**src/timer_two_pkg.sv**
```systemverilog
/*
 * Constants, field positions and helpers shared by the second auto-reload timer.
 * Assumes a single system clock domain and the special function register port of the top.
 */
package timer_two_pkg;

    localparam logic [7:0] ADDR_CONTROL = 8'hC8;
    localparam logic [7:0] ADDR_RELOAD_LOW = 8'hCA;
    localparam logic [7:0] ADDR_RELOAD_HIGH = 8'hCB;
    localparam logic [7:0] ADDR_COUNT_LOW = 8'hCC;
    localparam logic [7:0] ADDR_COUNT_HIGH = 8'hCD;

    localparam int BIT_HIGH_FLAG = 7;
    localparam int BIT_LOW_FLAG = 6;
    localparam int BIT_LOW_IRQ_EN = 5;
    localparam int BIT_CAPTURE_EN = 4;
    localparam int BIT_SPLIT = 3;
    localparam int BIT_RUN = 2;
    localparam int BIT_EXT_CLK = 0;

    localparam logic [7:0] CONTROL_RESET = 8'h00;
    localparam logic [7:0] BYTE_RESET = 8'h00;
    localparam logic [7:0] CONTROL_WRITE_MASK = 8'hFD;
    localparam logic [7:0] BYTE_ALL_ONES = 8'hFF;
    localparam logic [7:0] UNMAPPED_READ = 8'h00;

    localparam int SYS_DIVIDE = 12;
    localparam int EXT_DIVIDE = 8;

    // Fast select wins; otherwise the external select picks the slow source
    function automatic logic pick_tick(input logic fast, input logic ext_sel,
                                       input logic div12, input logic ext8);
        pick_tick = fast ? 1'b1 : (ext_sel ? ext8 : div12);
    endfunction

endpackage

```
**src/tick_if.sv**
```systemverilog
/*
 * Carries the divided count ticks from the tick generator to the timer core.
 * Assumes both ends run on the same system clock.
 */
`timescale 1ns/100ps
`default_nettype none
interface tick_if;
    logic div12_tick;
    logic ext8_tick;
    modport src (output div12_tick, output ext8_tick);
    modport dst (input div12_tick, input ext8_tick);
endinterface
`default_nettype wire

```
**src/tick_gen.sv**
```systemverilog
/*
 * Makes one-cycle ticks at the system clock divided by 12 and at the
 * external oscillator divided by 8, the latter synchronised first.
 * Assumes the external oscillator is well below half the system clock rate.
 */
`timescale 1ns/100ps
`default_nettype none
module tick_gen #(
    parameter int SYS_DIV = timer_two_pkg::SYS_DIVIDE,
    parameter int EXT_DIV = timer_two_pkg::EXT_DIVIDE
) (
    input wire logic mclk,      // system clock
    input wire logic rst_b,     // sync reset, active low
    input wire logic ext_osc,   // external oscillator pin
    tick_if.src ticks           // divided ticks
);
    import timer_two_pkg::*;

    logic [3:0] sys_cnt_ff, nxt_sys_cnt;
    logic [2:0] ext_sync_ff, nxt_ext_sync;
    logic ext_level_ff, nxt_ext_level;
    logic [2:0] ext_cnt_ff, nxt_ext_cnt;
    logic div12_ff, nxt_div12;
    logic ext8_ff, nxt_ext8;
    logic ext_rise;

    always_comb begin
        nxt_ext_sync = {ext_sync_ff[1:0], ext_osc};
        nxt_ext_level = ext_level_ff;
        ext_rise = 1'b0;
        // Only the second and third stages are looked at
        if (ext_sync_ff[1] == ext_sync_ff[2]) begin
            nxt_ext_level = ext_sync_ff[2];
            ext_rise = ext_sync_ff[2] && !ext_level_ff;
        end
        nxt_div12 = 1'b0;
        nxt_sys_cnt = sys_cnt_ff + 4'h1;
        if (sys_cnt_ff == 4'(SYS_DIV - 1)) begin
            nxt_sys_cnt = 4'h0;
            nxt_div12 = 1'b1;
        end
        nxt_ext8 = 1'b0;
        nxt_ext_cnt = ext_cnt_ff;
        if (ext_rise) begin
            nxt_ext_cnt = ext_cnt_ff + 3'h1;
            nxt_ext8 = (ext_cnt_ff == 3'(EXT_DIV - 1));
        end
    end

    always_ff @(posedge mclk) begin
        if (!rst_b) begin
            sys_cnt_ff <= 4'h0;
            ext_sync_ff <= 3'h0;
            ext_level_ff <= 1'b0;
            ext_cnt_ff <= 3'h0;
            div12_ff <= 1'b0;
            ext8_ff <= 1'b0;
        end else begin
            sys_cnt_ff <= nxt_sys_cnt;
            ext_sync_ff <= nxt_ext_sync;
            ext_level_ff <= nxt_ext_level;
            ext_cnt_ff <= nxt_ext_cnt;
            div12_ff <= nxt_div12;
            ext8_ff <= nxt_ext8;
        end
    end

    assign ticks.div12_tick = div12_ff;
    assign ticks.ext8_tick = ext8_ff;
endmodule
`default_nettype wire

```
**src/count_byte.sv**
```systemverilog
/*
 * One 8-bit count byte: software write, increment, wrap or reload.
 * Assumes the caller decides when a wrap reloads and when it rolls to zero.
 */
`timescale 1ns/100ps
`default_nettype none
module count_byte #(
    parameter int WIDTH = 8
) (
    input wire logic mclk,                   // system clock
    input wire logic rst_b,                  // sync reset, active low
    input wire logic inc,                    // advance by one
    input wire logic reload_on_wrap,         // a wrap loads reload_val
    input wire logic [WIDTH-1:0] reload_val, // value loaded on wrap
    input wire logic wr_en,                  // software write
    input wire logic [WIDTH-1:0] wr_data,    // software data
    output logic [WIDTH-1:0] count,          // current count
    output logic wrap                        // all ones and advancing
);
    logic [WIDTH-1:0] count_ff, nxt_count;

    always_comb begin
        wrap = inc && (count_ff == {WIDTH{1'b1}});
        nxt_count = count_ff;
        if (wr_en) begin
            // Software write beats a tick in the same cycle
            nxt_count = wr_data;
        end else if (wrap && reload_on_wrap) begin
            nxt_count = reload_val;
        end else if (inc) begin
            nxt_count = count_ff + {{(WIDTH-1){1'b0}}, 1'b1};
        end
    end

    always_ff @(posedge mclk) begin
        if (!rst_b) begin
            count_ff <= {WIDTH{1'b0}};
        end else begin
            count_ff <= nxt_count;
        end
    end

    assign count = count_ff;
endmodule
`default_nettype wire

```
**src/auto_reload_timer_two.sv**
```systemverilog
/*
 * Second timer: two count bytes and two reload bytes working as one 16-bit
 * auto-reload counter or as two 8-bit auto-reload counters, with sticky
 * overflow flags, interrupt request and low-frequency oscillator capture.
 * Assumes a one-cycle special function register port on the system clock;
 * the global timer interrupt enable and the two fast-clock selects live in
 * registers outside and arrive as levels.
 */
// Notes on behaviour
// - Count kept as low and high bytes
// - Control bit 3 picks split or 16-bit
// - Sources: sysclk, sysclk/12, synchronised external/8
// - 16-bit wrap loads both reload bytes
// - 16-bit overflow sets high overflow flag
// - Timer enable requests interrupt per overflow
// - Low-byte enable adds low-byte wrap interrupts
// - Split mode: two independent 8-bit reloads
// - Split mode: run gates only high byte
// - Fast select, else external select picks source
// - Split wraps set high and low flags
// - Split interrupts: high, or either with enable
// - Flags cleared only by software writes
// - Capture copies count to reload, interrupts
`timescale 1ns/100ps
`default_nettype none
module auto_reload_timer_two (
    input wire logic mclk,                        // system clock, 100 MHz
    input wire logic rst_b,                       // sync reset, active low
    input wire logic [7:0] sfr_addr,              // register address
    input wire logic sfr_wr,                      // write strobe
    input wire logic [7:0] sfr_wdata,             // write data
    input wire logic sfr_rd,                      // read strobe
    output logic [7:0] sfr_rdata,                 // read data, next cycle
    input wire logic timer_irq_enable,            // global timer interrupt enable
    input wire logic high_byte_fast_clock_select, // high byte on system clock
    input wire logic low_byte_fast_clock_select,  // low byte on system clock
    input wire logic ext_osc_in,                  // external oscillator pin
    input wire logic lfo_in,                      // low-frequency oscillator pin
    output logic irq_req                          // interrupt request level
);
    import timer_two_pkg::*;

    tick_if ticks ();

    logic [7:0] control_ff, nxt_control;
    logic [7:0] reload_low_ff, nxt_reload_low;
    logic [7:0] reload_high_ff, nxt_reload_high;
    logic [7:0] rdata_ff, nxt_rdata;
    logic irq_ff, nxt_irq;
    logic [2:0] lfo_sync_ff, nxt_lfo_sync;
    logic lfo_level_ff, nxt_lfo_level;

    logic [7:0] low_count_byte, high_count_byte;
    logic low_wrap, high_wrap;
    logic low_inc, high_inc;
    logic low_reload_on_wrap, high_reload_on_wrap;
    logic low_wr, high_wr;
    logic ctl_wr;
    logic reload_low_wr, reload_high_wr;
    logic low_tick, high_tick;
    logic split_mode_select, run_control, external_clock_select;
    logic low_byte_irq_enable, lfo_capture_enable;
    logic high_overflow_flag, low_overflow_flag;
    logic overflow_16, lfo_fall, capture;
    logic set_high_flag, set_low_flag;

    tick_gen u_tick_gen (
        .mclk (mclk),
        .rst_b (rst_b),
        .ext_osc (ext_osc_in),
        .ticks (ticks.src)
    );

    // Shared register decode; an unmapped address matches no strobe
    function automatic logic hit(input logic strobe, input logic [7:0] addr,
                                 input logic [7:0] target);
        hit = strobe && (addr == target);
    endfunction

    // Control fields
    always_comb begin
        high_overflow_flag = control_ff[BIT_HIGH_FLAG];
        low_overflow_flag = control_ff[BIT_LOW_FLAG];
        low_byte_irq_enable = control_ff[BIT_LOW_IRQ_EN];
        lfo_capture_enable = control_ff[BIT_CAPTURE_EN];
        split_mode_select = control_ff[BIT_SPLIT];
        run_control = control_ff[BIT_RUN];
        external_clock_select = control_ff[BIT_EXT_CLK];
    end

    // Clock source per byte
    always_comb begin
        low_tick = pick_tick(low_byte_fast_clock_select, external_clock_select,
                             ticks.div12_tick, ticks.ext8_tick);
        high_tick = pick_tick(high_byte_fast_clock_select, external_clock_select,
                              ticks.div12_tick, ticks.ext8_tick);
    end

    // Count enables and reload steering for the two modes
    always_comb begin
        if (split_mode_select) begin
            low_inc = low_tick;
            high_inc = high_tick && run_control;
            low_reload_on_wrap = 1'b1;
            high_reload_on_wrap = 1'b1;
            overflow_16 = 1'b0;
        end else begin
            // The high byte only moves on the low byte's carry
            low_inc = low_tick && run_control;
            // Carry decoded from the counts, not the wraps, so no path loops back
            high_inc = low_inc && (low_count_byte == BYTE_ALL_ONES);
            overflow_16 = high_inc && (high_count_byte == BYTE_ALL_ONES);
            low_reload_on_wrap = overflow_16;
            high_reload_on_wrap = 1'b1;
        end
    end

    // Register write strobes
    always_comb begin
        ctl_wr = hit(sfr_wr, sfr_addr, ADDR_CONTROL);
        reload_low_wr = hit(sfr_wr, sfr_addr, ADDR_RELOAD_LOW);
        reload_high_wr = hit(sfr_wr, sfr_addr, ADDR_RELOAD_HIGH);
        // Count strobes go to the bytes, where a write beats a tick
        low_wr = hit(sfr_wr, sfr_addr, ADDR_COUNT_LOW);
        high_wr = hit(sfr_wr, sfr_addr, ADDR_COUNT_HIGH);
    end

    count_byte #(
        .WIDTH (8)
    ) u_low_byte (
        .mclk (mclk),
        .rst_b (rst_b),
        .inc (low_inc),
        .reload_on_wrap (low_reload_on_wrap),
        .reload_val (reload_low_ff),
        .wr_en (low_wr),
        .wr_data (sfr_wdata),
        .count (low_count_byte),
        .wrap (low_wrap)
    );

    count_byte #(
        .WIDTH (8)
    ) u_high_byte (
        .mclk (mclk),
        .rst_b (rst_b),
        .inc (high_inc),
        .reload_on_wrap (high_reload_on_wrap),
        .reload_val (reload_high_ff),
        .wr_en (high_wr),
        .wr_data (sfr_wdata),
        .count (high_count_byte),
        .wrap (high_wrap)
    );

    // Low-frequency oscillator: three stages, change taken once two agree
    always_comb begin
        nxt_lfo_sync = {lfo_sync_ff[1:0], lfo_in};
        nxt_lfo_level = lfo_level_ff;
        lfo_fall = 1'b0;
        if (lfo_sync_ff[1] == lfo_sync_ff[2]) begin
            nxt_lfo_level = lfo_sync_ff[2];
            lfo_fall = lfo_level_ff && !lfo_sync_ff[2];
        end
        // Needs the global enable too, so a masked timer never captures
        capture = lfo_fall && lfo_capture_enable && timer_irq_enable;
    end

    // Stages start low: a pin resting high shows a rise, never a false fall
    always_ff @(posedge mclk) begin
        if (!rst_b) begin
            lfo_sync_ff <= 3'h0;
            lfo_level_ff <= 1'b0;
        end else begin
            lfo_sync_ff <= nxt_lfo_sync;
            lfo_level_ff <= nxt_lfo_level;
        end
    end

    // Flag set events
    always_comb begin
        if (split_mode_select) begin
            set_high_flag = high_wrap;
        end else begin
            set_high_flag = overflow_16;
        end
        // Capture reports through the high flag so software sees a source
        set_high_flag = set_high_flag || capture;
        // Low flag tracks low-byte wraps in either mode
        set_low_flag = low_wrap;
    end

    // Control register: software write first, hardware flag sets on top
    always_comb begin
        nxt_control = control_ff;
        if (ctl_wr) begin
            // Flags only fall by this write path
            // Bit 1 has no storage; the mask keeps it zero
            nxt_control = sfr_wdata & CONTROL_WRITE_MASK;
        end
        // Hardware set beats a software clear in the same cycle
        if (set_high_flag) begin
            nxt_control[BIT_HIGH_FLAG] = 1'b1;
        end
        if (set_low_flag) begin
            nxt_control[BIT_LOW_FLAG] = 1'b1;
        end
    end

    always_ff @(posedge mclk) begin
        if (!rst_b) begin
            control_ff <= CONTROL_RESET;
        end else begin
            control_ff <= nxt_control;
        end
    end

    // Reload bytes: software writes, overridden by a capture
    always_comb begin
        nxt_reload_low = reload_low_ff;
        nxt_reload_high = reload_high_ff;
        if (reload_low_wr) begin
            nxt_reload_low = sfr_wdata;
        end
        if (reload_high_wr) begin
            nxt_reload_high = sfr_wdata;
        end
        // Capture wins over a software reload write in the same cycle
        if (capture) begin
            nxt_reload_low = low_count_byte;
            nxt_reload_high = high_count_byte;
        end
    end

    // Reload bytes keep their value across mode changes
    always_ff @(posedge mclk) begin
        if (!rst_b) begin
            reload_low_ff <= BYTE_RESET;
            reload_high_ff <= BYTE_RESET;
        end else begin
            reload_low_ff <= nxt_reload_low;
            reload_high_ff <= nxt_reload_high;
        end
    end

    // Interrupt request follows the high flag, and the low flag when bit 5 enables it, while the global enable is high, so it holds until cleared or the enable falls
    always_comb begin
        nxt_irq = 1'b0;
        if (timer_irq_enable) begin
            nxt_irq = nxt_control[BIT_HIGH_FLAG];
            if (nxt_control[BIT_LOW_IRQ_EN]) begin
                nxt_irq = nxt_irq || nxt_control[BIT_LOW_FLAG];
            end
        end
    end

    // Registered so the request pin cannot glitch while flags update
    always_ff @(posedge mclk) begin
        if (!rst_b) begin
            irq_ff <= 1'b0;
        end else begin
            irq_ff <= nxt_irq;
        end
    end

    // Count bytes are read one at a time; a running count may carry between
    // the two reads, so software should stop the timer or read twice
    // Read path, registered; unused bit 1 reads zero
    always_comb begin
        nxt_rdata = rdata_ff;
        if (sfr_rd) begin
            if (sfr_addr == ADDR_CONTROL) begin
                nxt_rdata = control_ff & CONTROL_WRITE_MASK;
            end else if (sfr_addr == ADDR_RELOAD_LOW) begin
                nxt_rdata = reload_low_ff;
            end else if (sfr_addr == ADDR_RELOAD_HIGH) begin
                nxt_rdata = reload_high_ff;
            end else if (sfr_addr == ADDR_COUNT_LOW) begin
                nxt_rdata = low_count_byte;
            end else if (sfr_addr == ADDR_COUNT_HIGH) begin
                nxt_rdata = high_count_byte;
            end else begin
                nxt_rdata = UNMAPPED_READ;
            end
        end
    end

    // Held between reads, so software may pick it up late
    always_ff @(posedge mclk) begin
        if (!rst_b) begin
            rdata_ff <= BYTE_RESET;
        end else begin
            rdata_ff <= nxt_rdata;
        end
    end

    assign sfr_rdata = rdata_ff;
    assign irq_req = irq_ff;
endmodule
`default_nettype wire

```
**config.mk**
```make
export PLATFORM = sky130hd
export DESIGN_NAME = auto_reload_timer_two
export DESIGN_NICKNAME = d
export VERILOG_FILES = /design/src/timer_two_pkg.sv /design/src/tick_if.sv /design/src/tick_gen.sv /design/src/count_byte.sv /design/src/auto_reload_timer_two.sv
export SDC_FILE = /design/constraint.sdc
export NUM_CORES = 1
export LEC_CHECK = 0
export BUFFER_PORTS_ARGS = -buffer_cell sky130_fd_sc_hd__buf_2
export CAP_MARGIN = 20
export CORE_ASPECT_RATIO = 0.9
export CORE_MARGIN = 2
export CORE_UTILIZATION = 53
export CTS_CLUSTER_SIZE = 12
export DETAILED_ROUTE_END_ITERATION = 8
export GPL_TIMING_DRIVEN = 0
export PLACE_DENSITY_LB_ADDON = 0.2
export SLEW_MARGIN = 0
export SYNTH_ARGS = -nofsm -noshare
export SYNTH_HDL_FRONTEND = slang
export SYNTH_SLANG_ARGS = --single-unit
```
**constraint.sdc**
```tcl
create_clock -name mclk -period 2 [get_ports mclk]
set_input_delay 0.2 -clock mclk [delete_from_list [all_inputs] [get_ports mclk]]
set_output_delay 0.2 -clock mclk [all_outputs]
set_load 0.01 [all_outputs]
```
==> results of run 1 <==
[cell usage after synthesis, types with 2 or more instances]
library cell | number | area [sq um]
o22ai_1 | 7 | 43.8
nand2b_1 | 3 | 18.8
xor2_1 | 5 | 43.8
a22o_1 | 2 | 17.5
buf_2 | 5 | 25.0
nor3_1 | 3 | 15.0
ha_1 | 5 | 62.6
o31ai_1 | 3 | 22.5
xnor2_1 | 4 | 35.0
a211oi_1 | 23 | 173
inv_1 | 4 | 15.0
and3_1 | 6 | 37.5
buf_6 | 2 | 22.5
o221ai_1 | 6 | 52.6
nor2b_1 | 6 | 37.5
a31oi_1 | 9 | 56.3
mux2_2 | 7 | 78.8
nand4_1 | 2 | 12.5
nand2_1 | 24 | 90.1
nor2_1 | 47 | 176
and2_1 | 12 | 75.1
nand3_1 | 11 | 55.1
mux2i_1 | 42 | 420
nand3_2 | 2 | 20.0
nor4_1 | 2 | 12.5
nand3b_1 | 2 | 15.0
o21a_1 | 3 | 22.5
a21oi_1 | 13 | 65.1
buf_1 | 2 | 7.51
and4_1 | 2 | 17.5
clkbuf_1 | 11 | 41.3
o21ai_0 | 15 | 75.1
a22oi_1 | 10 | 75.1
dfxtp_1 | 65 | 1300
[flip-flops by register name (all words and copies together) (netlist names)]
signal and flops:
irq_req 1, control_ff 7, lfo_level_ff 1, u_tick_gen.ext_cnt_ff 3
u_tick_gen.sys_cnt_ff 4, u_tick_gen.ticks.div12_tick 1, u_high_byte.count 8, lfo_sync_ff 3
sfr_rdata 8, u_low_byte.count 8, reload_high_ff 8, u_tick_gen.ext_sync_ff 3
reload_low_ff 8, u_tick_gen.ext_level_ff 1, u_tick_gen.ticks.ext8_tick 1
[through the flow]
| step | cells | setup slack, ps | hold slack, ps | setup TNS [ps] |
|---|---|---|---|---|
| 2_1_floorplan | 386 | 119 | 327 | 0 |
| 6_report | 521 | 73.9 | 54.2 | 0 |
| 4_1_cts | 521 | 17.3 | 53.5 | 0 |
| 5_1_grt | 521 | 4.19 | 83.0 | 0 |
| 3_3_place_gp | 505 | -359 | 405 | -3230 |
| 3_5_place_dp | 505 | -351 | 413 | -3270 |
[timing repair]
action                     4_1_cts  5_1_grt
pin swaps                        0        1
setup buffers                    1        0
setup endpoints to repair       17       11
gates resized for setup          9        7
[worst reg2reg max path, delay by kind of cell, from the launching register on]
kind	cells	cell delay, ps
flops	1	400
fa+ha+maj	1	220
mux	1	200
buf+inv	1	150
simple gates	1	270
compound gates	3	570
[worst max path at each step]
| stage | to | slack (ps) | cells past startpoint |
|---|---|---|---|
| floorplan | u_low_byte.count[0]$_SDFFE_PN0P_ | 120 | 7 |
| detailed placement | u_low_byte.count[3]$_SDFFE_PN0P_ | -350 | 6 |
| CTS | u_low_byte.count[3]$_SDFFE_PN0P_ | 20 | 7 |
| finish | u_low_byte.count[3]$_SDFFE_PN0P_ | 70 | 7 |
| global route | u_low_byte.count[0]$_SDFFE_PN0P_ | 4 | 7 |
| global placement | u_low_byte.count[0]$_SDFFE_PN0P_ | -360 | 6 |
[kinds of logic after synthesis]
family | after synthesis
xor+xnor | 9
buf+inv | 26
flops | 65
compound gates | 102
simple gates | 129
mux | 50
fa+ha+maj | 5
[power by group through the flow]
stage	clock, uW	sequential (uW)	combinational, uW
3_3_place_gp	0	1350	164
2_1_floorplan	0	1360	87.8
5_1_grt	1160	1330	187
6_report	1090	1320	171
3_5_place_dp	0	1360	167
4_1_cts	1100	1330	168
[final cells by class]
class	count	area (sq um)	area share, %
plain buffers	21	106	2.69
inverters	4	15.0	0.380
clock inverters	5	56.3	1.42
multi-input cells	295	2040	51.7
flip-flops and latches	65	1310	33.2
clock buffers	11	131	3.32
well taps	87	109	2.75
repair buffers	33	180	4.56
[layout by cell type (no fill, tap or decap), types with 12 or more instances in the layout]
cell type | Yosys | layout
o21ai_0 | 15 | 14
nor2_1 | 47 | 47
mux2i_1 | 42 | 42
clkbuf_1 | 11 | 12
a211oi_1 | 23 | 23
dfxtp_1 | 65 | 62
a21oi_1 | 13 | 13
buf_2 | 5 | 37
and2_1 | 12 | 12
nand2_1 | 24 | 24
[layer usage]
| layer | wire length, um | GRT usage (%) | share of wire (%) |
|---|---|---|---|
| met5 | 0 | 0 | 0 |
| met4 | 350 | 15.3 | 3.5 |
| met3 | 859 | 7.71 | 8.7 |
| met2 | 4370 | 45.5 | 44 |
| met1 | 4310 | 39.2 | 44 |
==> metrics.yaml, run 1 <==
detailed_routing:
  detail-route-antenna-nets: 0
  drcViolationCount: 0
  routedWlPerCell_um: 19.0
  drt-total-wl_mm: 9.89
  viasPerCell: 6.34
  via_count: 3301
  drt_iter0_drc: 279
  firstDrtPassIters: 5
logic_synthesis:
  synth_mux_area_share_pct: 15.0
  yosys_register_bits: 65
  synth-compound-area-share_pct: 20.7
  yosysUniqueCellTypes: 55
  yosysWarnings: 0
  syn_nets: 416
  yosys.area_share.simple_pct: 18.8
  async_flop_share_pct: 0
  yosys.area_share.adder_pct: 1.82
  synth_area_sq_mm: 0.00344
  netlist_instances: 386
  synth_edf_count: 0
  synth_top_family_by_area: "compound AO/OA/AOI/OAI gates"
  yosysSeqAreaShare_pct: 37.8
  synthFlopType: "dfxtp_1"
  synth-xor-area-share_pct: 2.29
  avgSynthCellArea_sq_um: 8.91
worst_setup_path:
  critPathKind: "register to register"
  endpoint_kind: "register"
  arrival_ps: 2140
  r2r_cells: 7
  path_max_fanout: 8
  crit_path_start_kind: "register"
  r2r_end: "u_low_byte.count[3]$_SDFFE_PN0P_"
  timing.rr.start: "u_low_byte.count[0]$_SDFFE_PN0P_"
  crit_path_cell_trace: "ha_2 -> and4_4 -> o2111a_2 -> a21boi_4 -> buf_12 -> mux2i_1 -> a21oi_1"
  crit_required_ps: 2210
  worstSetupStartpoint: "u_low_byte.count[0]$_SDFFE_PN0P_"
  worst-path-buf-inv: 1
  worst_path_max_delay_cell: "dfxtp_4"
  r2r_slack_ps: 70
  crit_family: "compound AO/OA/AOI/OAI gates"
  max_stage_delay_ps: 400
timing:
  layout_min_cycle_time_ps: 1930
  setup_violations: 0
  final_hold_viol_count: 0
  rsz0062_at_grt: "false"
  period_share_pct: 96.3
  final-max-slew-violation-count: 0
  relSlewSlack_pct: 44.6
  worst_slew_pin_slew_ps: 823
  fin_skew_ps: 7.72
  max_freq_mhz: 519
clock_tree:
  clk_pin_slew_ps: 70
  clock_sinks: 65
  cts_max_level: 3
  cts_tree: "done"
  clock_latency_ps: 350
  holdBufCountCts: 0
  cts_buffers: 9
  cts-root-buf: "clkbuf_8"
  clk_path_buf_depth: 2
global_route:
  track_usage_pct: 30.1
  grt_max_degree: 12
  antenna_found_initial: 0
  grt_first_pass_wirelength_mm: 16.0
  first_global_vias: 3223
  grt-ovfl-total: 0
power_and_ir_drop:
  static-leakage-power_uw: 0.00167
  vdd_ir_drop_max_mv: 0.401
  pwr-share-seq_pct: 51.3
  p_sw_uw: 631
  powerDensity_mw_per_mm2: 653
  pwr-share-clk_pct: 42.1
  p_total_uw: 2580
  p_comb_share_pct: 6.6
  internal_power_uw: 1950
  p_sw_share_pct: 24.4
cells_and_area:
  fin_area_sq_mm: 0.00395
  fill_cells: 550
  finish.utilization_pct: 63.9
  antenna_cells: 0
  drive_gt1_share_pct: 19.1
  fin_nets: 459
  syn_to_final_growth_pct: 14.9
floorplanning:
  start_util_pct: 55.6
  num_rows: 27
  top_level_ports: 34
  die_area_sq_mm: 0.00715
  die_h_um: 80.4
  core_area_sq_mm: 0.00618
  die_w_um: 88.9
worst_hold_path:
  min_path_type: "primary input to register"
  hold_end: "lfo_sync_ff[0]$_SDFF_PN0_"
  min_path_cells: 2
  hp-start: "lfo_in"
placement:
  dpl.hpwl_mm: 7.21
  port_buffers: 32
  place_area_sq_mm: 0.00371
  place.gp.congestion: 0.923
run:
  drv_cap: 0
status:
  status: "finished, final reports clean"
Note: power is estimated with default switching activity, not from simulation.
==> run 2: changes to the inputs <==
- CORE_UTILIZATION: 53 -> 54
- SYNTH_HIERARCHICAL: default -> 1
==> metrics.yaml, run 2 <==
run:
  drv_cap: 0  # unchanged
logic_synthesis:
  yosysSeqAreaShare_pct: 35.9  # -1.9 points
  yosysWarnings: 6  # +6
  synth_area_sq_mm: 0.00363  # +5.4%
  synth_most_common_cell: "dfxtp_1"
  netlist_instances: 420  # +8.8%
  async_flop_share_pct: 0  # unchanged
  synth_area_leaders: "dfxtp_1 (36%), mux2i_1 (8.3%), a211oi_1 (4.3%)"
  synth_top_area_share_pct: 35.9  # -1.9 points
  yosys-top-cells-count: "dfxtp_1 (65), nor2_1 (39), nand2_1 (37)"
  yosysUniqueCellTypes: 57  # +3.6%
  avgSynthCellArea_sq_um: 8.63  # -3.1%
  synth_edf_count: 0  # unchanged
  synthFlopType: "dfxtp_1"
  yosys.area.top_type: "dfxtp_1"
  yosys_register_bits: 65  # unchanged
global_route:
  use_met3_pct: 7.25  # -0.46 points
  first_global_vias: 3222  # -0.031%
  antenna_found_initial: 0  # unchanged
  met1_usage_pct: 41.0  # +1.8 points
  grt_max_degree: 17  # +5
  grt_first_pass_wirelength_mm: 16.8  # +4.9%
  grt_busiest_layer: "met2"
  use_met2_pct: 45.6  # about the same
  track_usage_pct: 29.3  # -0.73 points
  grt-ovfl-total: 0  # unchanged
cells_and_area:
  antenna_cells: 0  # unchanged
  layout_commonest_cell: "dfxtp_1"
  syn_to_final_growth_pct: 19.2
  final_cell_mix: "dfxtp_1 (50), buf_2 (42), nor2_1 (37)"
  drive_gt1_share_pct: 22.7  # +3.6 points
  fill_cells: 568  # +3.3%
  fin_area_sq_mm: 0.00432  # +9.3%
  fin_nets: 505  # +10%
  finish.utilization_pct: 65.9  # +2.0 points
worst_setup_path:
  worst_path_max_delay_cell: "dfxtp_4"
  crit_path_start_kind: "register"
  max_stage_delay_ps: 410  # about the same
  path_max_fanout: 9  # +1
  arrival_ps: 2250  # +110 ps
  crit_required_ps: 2250  # +40 ps
  critPathKind: "register to register"
  crit_path_cell_trace: "nand3_1 -> a21oi_2 -> nand2_2 -> o21ai_4 -> and4_1 -> nand2_1 -> and3_1 -> o32ai_2"
  endpoint_kind: "register"
  r2r_cells: 8  # +1
  r2r_slack_ps: 2  # -70 ps
clock_tree:
  clock_latency_ps: 350  # about the same
  cts_tree: "done"
  clk_pin_slew_ps: 80  # about the same
  clock_sinks: 65  # unchanged
  cts_max_level: 3  # unchanged
  cts_buffers: 9  # unchanged
  holdBufCountCts: 0  # unchanged
  clk_path_buf_depth: 2  # unchanged
  cts-root-buf: "clkbuf_8"
detailed_routing:
  routedWlPerCell_um: 18.7  # -1.3%
  detail-route-antenna-nets: 0  # unchanged
  drt-total-wl_mm: 10.7  # +7.9%
  firstDrtPassIters: 5  # unchanged
  drt_iter0_drc: 443  # +59%
  drcViolationCount: 0  # unchanged
  viasPerCell: 6.32  # -0.21%
  via_count: 3604  # +9.2%
timing:
  fin_skew_ps: 12.6  # +4.85 ps
  worst_slew_pin_slew_ps: 719  # -105 ps
  fin_tns_setup_ps: 0  # unchanged
  final-max-slew-violation-count: 0  # unchanged
  rsz0062_at_grt: "true"
  setup_violations: 0  # unchanged
  final_hold_viol_count: 0  # unchanged
  layout_min_cycle_time_ps: 2000  # +71.8 ps
  holdWs_ps: 55.7  # +1.50 ps
  max_freq_mhz: 501  # -3.6%
  period_share_pct: 99.9  # +3.6 points
  relSlewSlack_pct: 51.4  # +6.8 points
power_and_ir_drop:
  vdd_ir_drop_max_mv: 0.473  # +18%
  powerDensity_mw_per_mm2: 633  # -3.1%
  static-leakage-power_uw: 0.00162  # -2.8%
floorplanning:
  start_util_pct: 55.3  # -0.29 points
  core_area_sq_mm: 0.00655  # +6.0%
  top_level_ports: 34  # unchanged
  die_w_um: 90.4  # +1.6%
  die_h_um: 81.7  # +1.6%
  num_rows: 28  # +3.7%
  die_area_sq_mm: 0.00739  # +3.3%
worst_hold_path:
  min_path_type: "primary input to register"
  min_path_cells: 2  # unchanged
placement:
  place.gp.congestion: 0.906  # -1.9%
  dpl.hpwl_mm: 7.44  # +3.2%
  place_area_sq_mm: 0.00391  # +5.5%
  port_buffers: 33  # +3.1%
status:
  status: "finished, final reports clean"
run 2: cell types whose count changed in the layout (fill, tap and decap cells not counted), moves of 7 or more:
cell / change
mux2i_1: -13
dfxtp_1: -12
nand2_1: +12
nor3b_1: +11
a22oi_1: -10
buf_4: +10
nor2_1: -10
a2111oi_0: +8
nand3_1: +8
mux2_2: -7
run 2: final timing paths:
kind	startpoint	endpoint
setup / recovery	u_low_byte/count[6]$_SDFFE_PN0P_	u_high_byte/count[5]$_SDFFE_PN0P_
hold / removal	lfo_in	lfo_sync_ff[0]$_SDFF_PN0_
setup reg to reg	u_low_byte/count[6]$_SDFFE_PN0P_	u_high_byte/count[5]$_SDFFE_PN0P_
hold reg to reg	u_tick_gen/ext_sync_ff[0]$_SDFF_PN0_	u_tick_gen/ext_sync_ff[1]$_SDFF_PN0_
run 2: through the flow:
| step | power, uW | setup WS, ps | instances |
|---|---|---|---|
| final | 2730 | 2.04 | 570 |
| after detailed placement | 1530 | -407 | 545 |
| after CTS | 2760 | 34.4 | 563 |
| after global placement | 1530 | -300 | 545 |
| after floorplan | 1440 | 136 | 422 |
| after global routing | 2830 | -89.3 | 570 |
run 2: area by class of cell:
type / count / area, sq um / share of cell area (%)
multi-input combinational: 324 / 2260 / 52.3
sequential: 65 / 1340 / 31.0
timing repair buffer: 42 / 233 / 5.39
clock buffer: 9 / 124 / 2.87
buffer: 24 / 123 / 2.84
tap: 90 / 113 / 2.61
clock inverter: 7 / 95.1 / 2.20
inverter: 9 / 33.8 / 0.782
run 2: cell families after synthesis:
logic type | Yosys count | synth area share, %
xor gates and xnor gates | 7 | 1.69
other | 1 | 0.103
buffers and inverters | 33 | 4.07
muxes | 30 | 8.28
DFF | 65 | 35.9
adders and majority gates | 5 | 1.73
AOI/OAI and AO/OA | 108 | 21.0
and+or+nand+nor | 171 | 27.3
run 2: worst max-delay path, delay by kind of cell, from the launching register on:
family	cells	cell delay [ps]
AOI/OAI and AO/OA	3	700
DFF	1	410
and+or+nand+nor	5	790
run 2: timing repair:
item | in CTS | in global routing
endpoints found under the hold margin | 0 | 0
resized for setup | 14 | 32
pin swaps | 0 | 5
setup buffers | 2 | 7
endpoints found under the setup margin | 9 | 16
run 2: per-layer routing:
layer / up-vias / wire length, um
li1: 1696 / -
met1: 1710 / 4940
met2: 177 / 4720
met3: 21 / 826
met4: 0 / 192
met5: - / 0
run 2: where the power goes:
| group | internal, uW | switching [uW] | total, uW | leakage (uW) |
|---|---|---|---|---|
| Clock | 701 | 535 | 1240 | 0.000109 |
| Combinational | 63.6 | 124 | 187 | 0.000976 |
| Sequential | 1300 | 11.5 | 1310 | 0.000536 |
| Total | 2060 | 671 | 2730 | 0.00162 |
==> run 3: changes to the inputs <==
==> constraint.sdc (replaced) <==
create_clock -name mclk -period 2 [get_ports mclk]
set_input_delay 0.4 -clock mclk [delete_from_list [all_inputs] [get_ports mclk]]
set_output_delay 0.4 -clock mclk [all_outputs]
set_load 0.01 [all_outputs]
==> metrics.yaml, run 3 (synthesis results as in run 2) <==
timing:
  fin_tns_setup_ps: -2.86  # -2.86 ps
  layout_min_cycle_time_ps: 2000  # +4.89 ps
  timing.final.ws_setup_ps: -2.86  # -4.89 ps
  period_share_pct: 100  # +0.24 points
  final_hold_viol_count: 0  # unchanged
  holdWs_ps: 252  # +197 ps
  fin_skew_ps: 12.6  # +0.0234 ps
  relSlewSlack_pct: 49.9  # -1.5 points
  rsz0062_at_grt: "true"
  max_freq_mhz: 499  # -0.24%
  setup_violations: 1  # +1
  worst_slew_pin_slew_ps: 741  # +22.3 ps
  final-max-slew-violation-count: 0  # unchanged
cells_and_area:
  fin_area_sq_mm: 0.00433  # +0.32%
  fill_cells: 566  # -0.35%
  drive_gt1_share_pct: 23.3  # +0.58 points
  syn_to_final_growth_pct: 19.5
  fin_nets: 506  # +0.20%
  final_cell_mix: "dfxtp_1 (49), buf_2 (42), nor2_1 (37)"
  seq_area_sq_mm: 0.00134  # about the same
  antenna_cells: 0  # unchanged
  multi_input_area_sq_mm: 0.00226  # +0.11%
  layout_commonest_cell: "dfxtp_1"
clock_tree:
  clk_path_buf_depth: 2  # unchanged
  cts_buffers: 9  # unchanged
  cts_tree: "done"
  cts-root-buf: "clkbuf_8"
  clock_sinks: 65  # unchanged
  clk_pin_slew_ps: 80  # about the same
  cts_max_level: 3  # unchanged
  clock_latency_ps: 350  # about the same
  holdBufCountCts: 0  # unchanged
worst_setup_path:
  crit_required_ps: 2250  # about the same
  r2r_end: "u_high_byte/count[5]$_SDFFE_PN0P_"
  critPathKind: "register to register"
  crit_path_start_kind: "register"
  timing.rr.start: "u_low_byte/count[6]$_SDFFE_PN0P_"
  endpoint_kind: "register"
  arrival_ps: 2260  # about the same
  path_max_fanout: 9  # unchanged
  r2r_slack_ps: -3  # about the same
  r2r_cells: 8  # unchanged
detailed_routing:
  firstDrtPassIters: 5  # unchanged
  drt_iter0_drc: 375  # -15%
  via_count: 3611  # +0.19%
  viasPerCell: 6.32  # about the same
  detail-route-antenna-nets: 0  # unchanged
  drcViolationCount: 0  # unchanged
  drt-total-wl_mm: 10.7  # +0.26%
  routedWlPerCell_um: 18.8  # about the same
floorplanning:
  top_level_ports: 34  # unchanged
  die_area_sq_mm: 0.00739  # unchanged
  core_area_sq_mm: 0.00655  # unchanged
  num_rows: 28  # unchanged
  die_h_um: 81.7  # unchanged
  start_util_pct: 55.3  # unchanged
  die_w_um: 90.4  # unchanged
power_and_ir_drop:
  static-leakage-power_uw: 0.00163  # +0.38%
  pwr-share-seq_pct: 47.8  # about the same
  p_comb_share_pct: 6.8  # about the same
  p_sw_uw: 677  # +0.94%
  pwr-share-clk_pct: 45.4  # +0.2 points
  p_sw_share_pct: 24.7  # +0.17 points
  powerDensity_mw_per_mm2: 632  # about the same
  vdd_ir_drop_max_mv: 0.477  # +0.77%
  internal_power_uw: 2060  # about the same
global_route:
  grt_max_degree: 17  # unchanged
  antenna_found_initial: 0  # unchanged
  first_global_vias: 3233  # +0.34%
  track_usage_pct: 29.3  # about the same
  grt-ovfl-total: 0  # unchanged
  grt_first_pass_wirelength_mm: 16.8  # about the same
worst_hold_path:
  min_path_cells: 2  # unchanged
  hp-start: "lfo_in"
  hold_end: "lfo_sync_ff[0]$_SDFF_PN0_"
  min_path_type: "primary input to register"
placement:
  place.gp.congestion: 0.906  # unchanged
  dpl.hpwl_mm: 7.44  # unchanged
  port_buffers: 33  # unchanged
  place_area_sq_mm: 0.00391  # unchanged
run:
  drv_cap: 0  # unchanged
status:
  status: "finished, violations left"
  violations: "setup timing"
==> run 3: changes by cell type in the layout (fill, tap and decap cells not counted), sizes merged <==
cell / before / now
clkbuf: 21 / 20
buf: 54 / 56
==> run 3: worst max path at each step <==
stage                                          start                           endpoint  depth (start not counted)
finish              u_low_byte/count[6]$_SDFFE_PN0P_  u_high_byte/count[5]$_SDFFE_PN0P_                          8
global placement                         sfr_addr[4]  u_high_byte/count[2]$_SDFFE_PN0P_                          9
floorplan                                sfr_addr[4]  u_high_byte/count[2]$_SDFFE_PN0P_                          8
global route        u_low_byte/count[6]$_SDFFE_PN0P_           control_ff[7]$_SDFF_PN0_                         10
detailed placement  u_low_byte/count[6]$_SDFFE_PN0P_  u_high_byte/count[5]$_SDFFE_PN0P_                          8
CTS                       control_ff[0]$_SDFFE_PN0P_           control_ff[7]$_SDFF_PN0_                         10
==> run 3: stage by stage <==
| step | utilization (%) | instances | setup slack [ps] | power [uW] |
|---|---|---|---|---|
| 2_1_floorplan | - | 422 | 68.1 | 1440 |
| 3_3_place_gp | 59.7 | 545 | -364 | 1530 |
| 3_5_place_dp | 59.7 | 545 | -407 | 1530 |
| 4_1_cts | 63.8 | 563 | 34.4 | 2760 |
| 5_1_grt | 66.2 | 571 | -89.3 | 2830 |
| 6_report | 66.2 | 571 | -2.86 | 2740 |
==> run 3: per-layer routing <==
metal	GRT usage (%)	up-vias	routed length (um)
met5	0	-	0
met4	8.15	0	216
met3	7.25	21	969
met2	45.7	175	4760
met1	40.9	1711	4760
li1	-	1704	-
==> run 3: critical path: stages, from the launching register on <==
cell     delay, ps
dfxtp_4        410
nand3_1        150
a21oi_2        220
nand2_2        100
o21ai_4        210
and4_1         290
nand2_1         70
and3_1         180
o32ai_2        270
==> run 3: power by group through the flow <==
| stage | sequential (uW) | clock (uW) | combinational, uW |
|---|---|---|---|
| detailed placement | 1350 | 0 | 180 |
| finish | 1310 | 1240 | 187 |
| CTS | 1320 | 1260 | 182 |
| global placement | 1350 | 0 | 178 |
| global route | 1310 | 1320 | 203 |
| floorplan | 1350 | 0 | 91.9 |
==> run 3: cell type report <==
cell class / instances / share of cell area, %
multi-input combinational: 324 / 52.2
sequential: 65 / 30.9
timing repair buffer: 43 / 5.54
buffer: 24 / 2.89
clock buffer: 9 / 2.86
tap: 90 / 2.60
clock inverter: 7 / 2.19
inverter: 9 / 0.779
==> run 3: repair_timing <==
action / 4_1_cts / 5_1_grt
buffers inserted: 2 / 8
setup endpoints to repair: 11 / 17
pin swaps: 0 / 5
resized for setup: 16 / 32
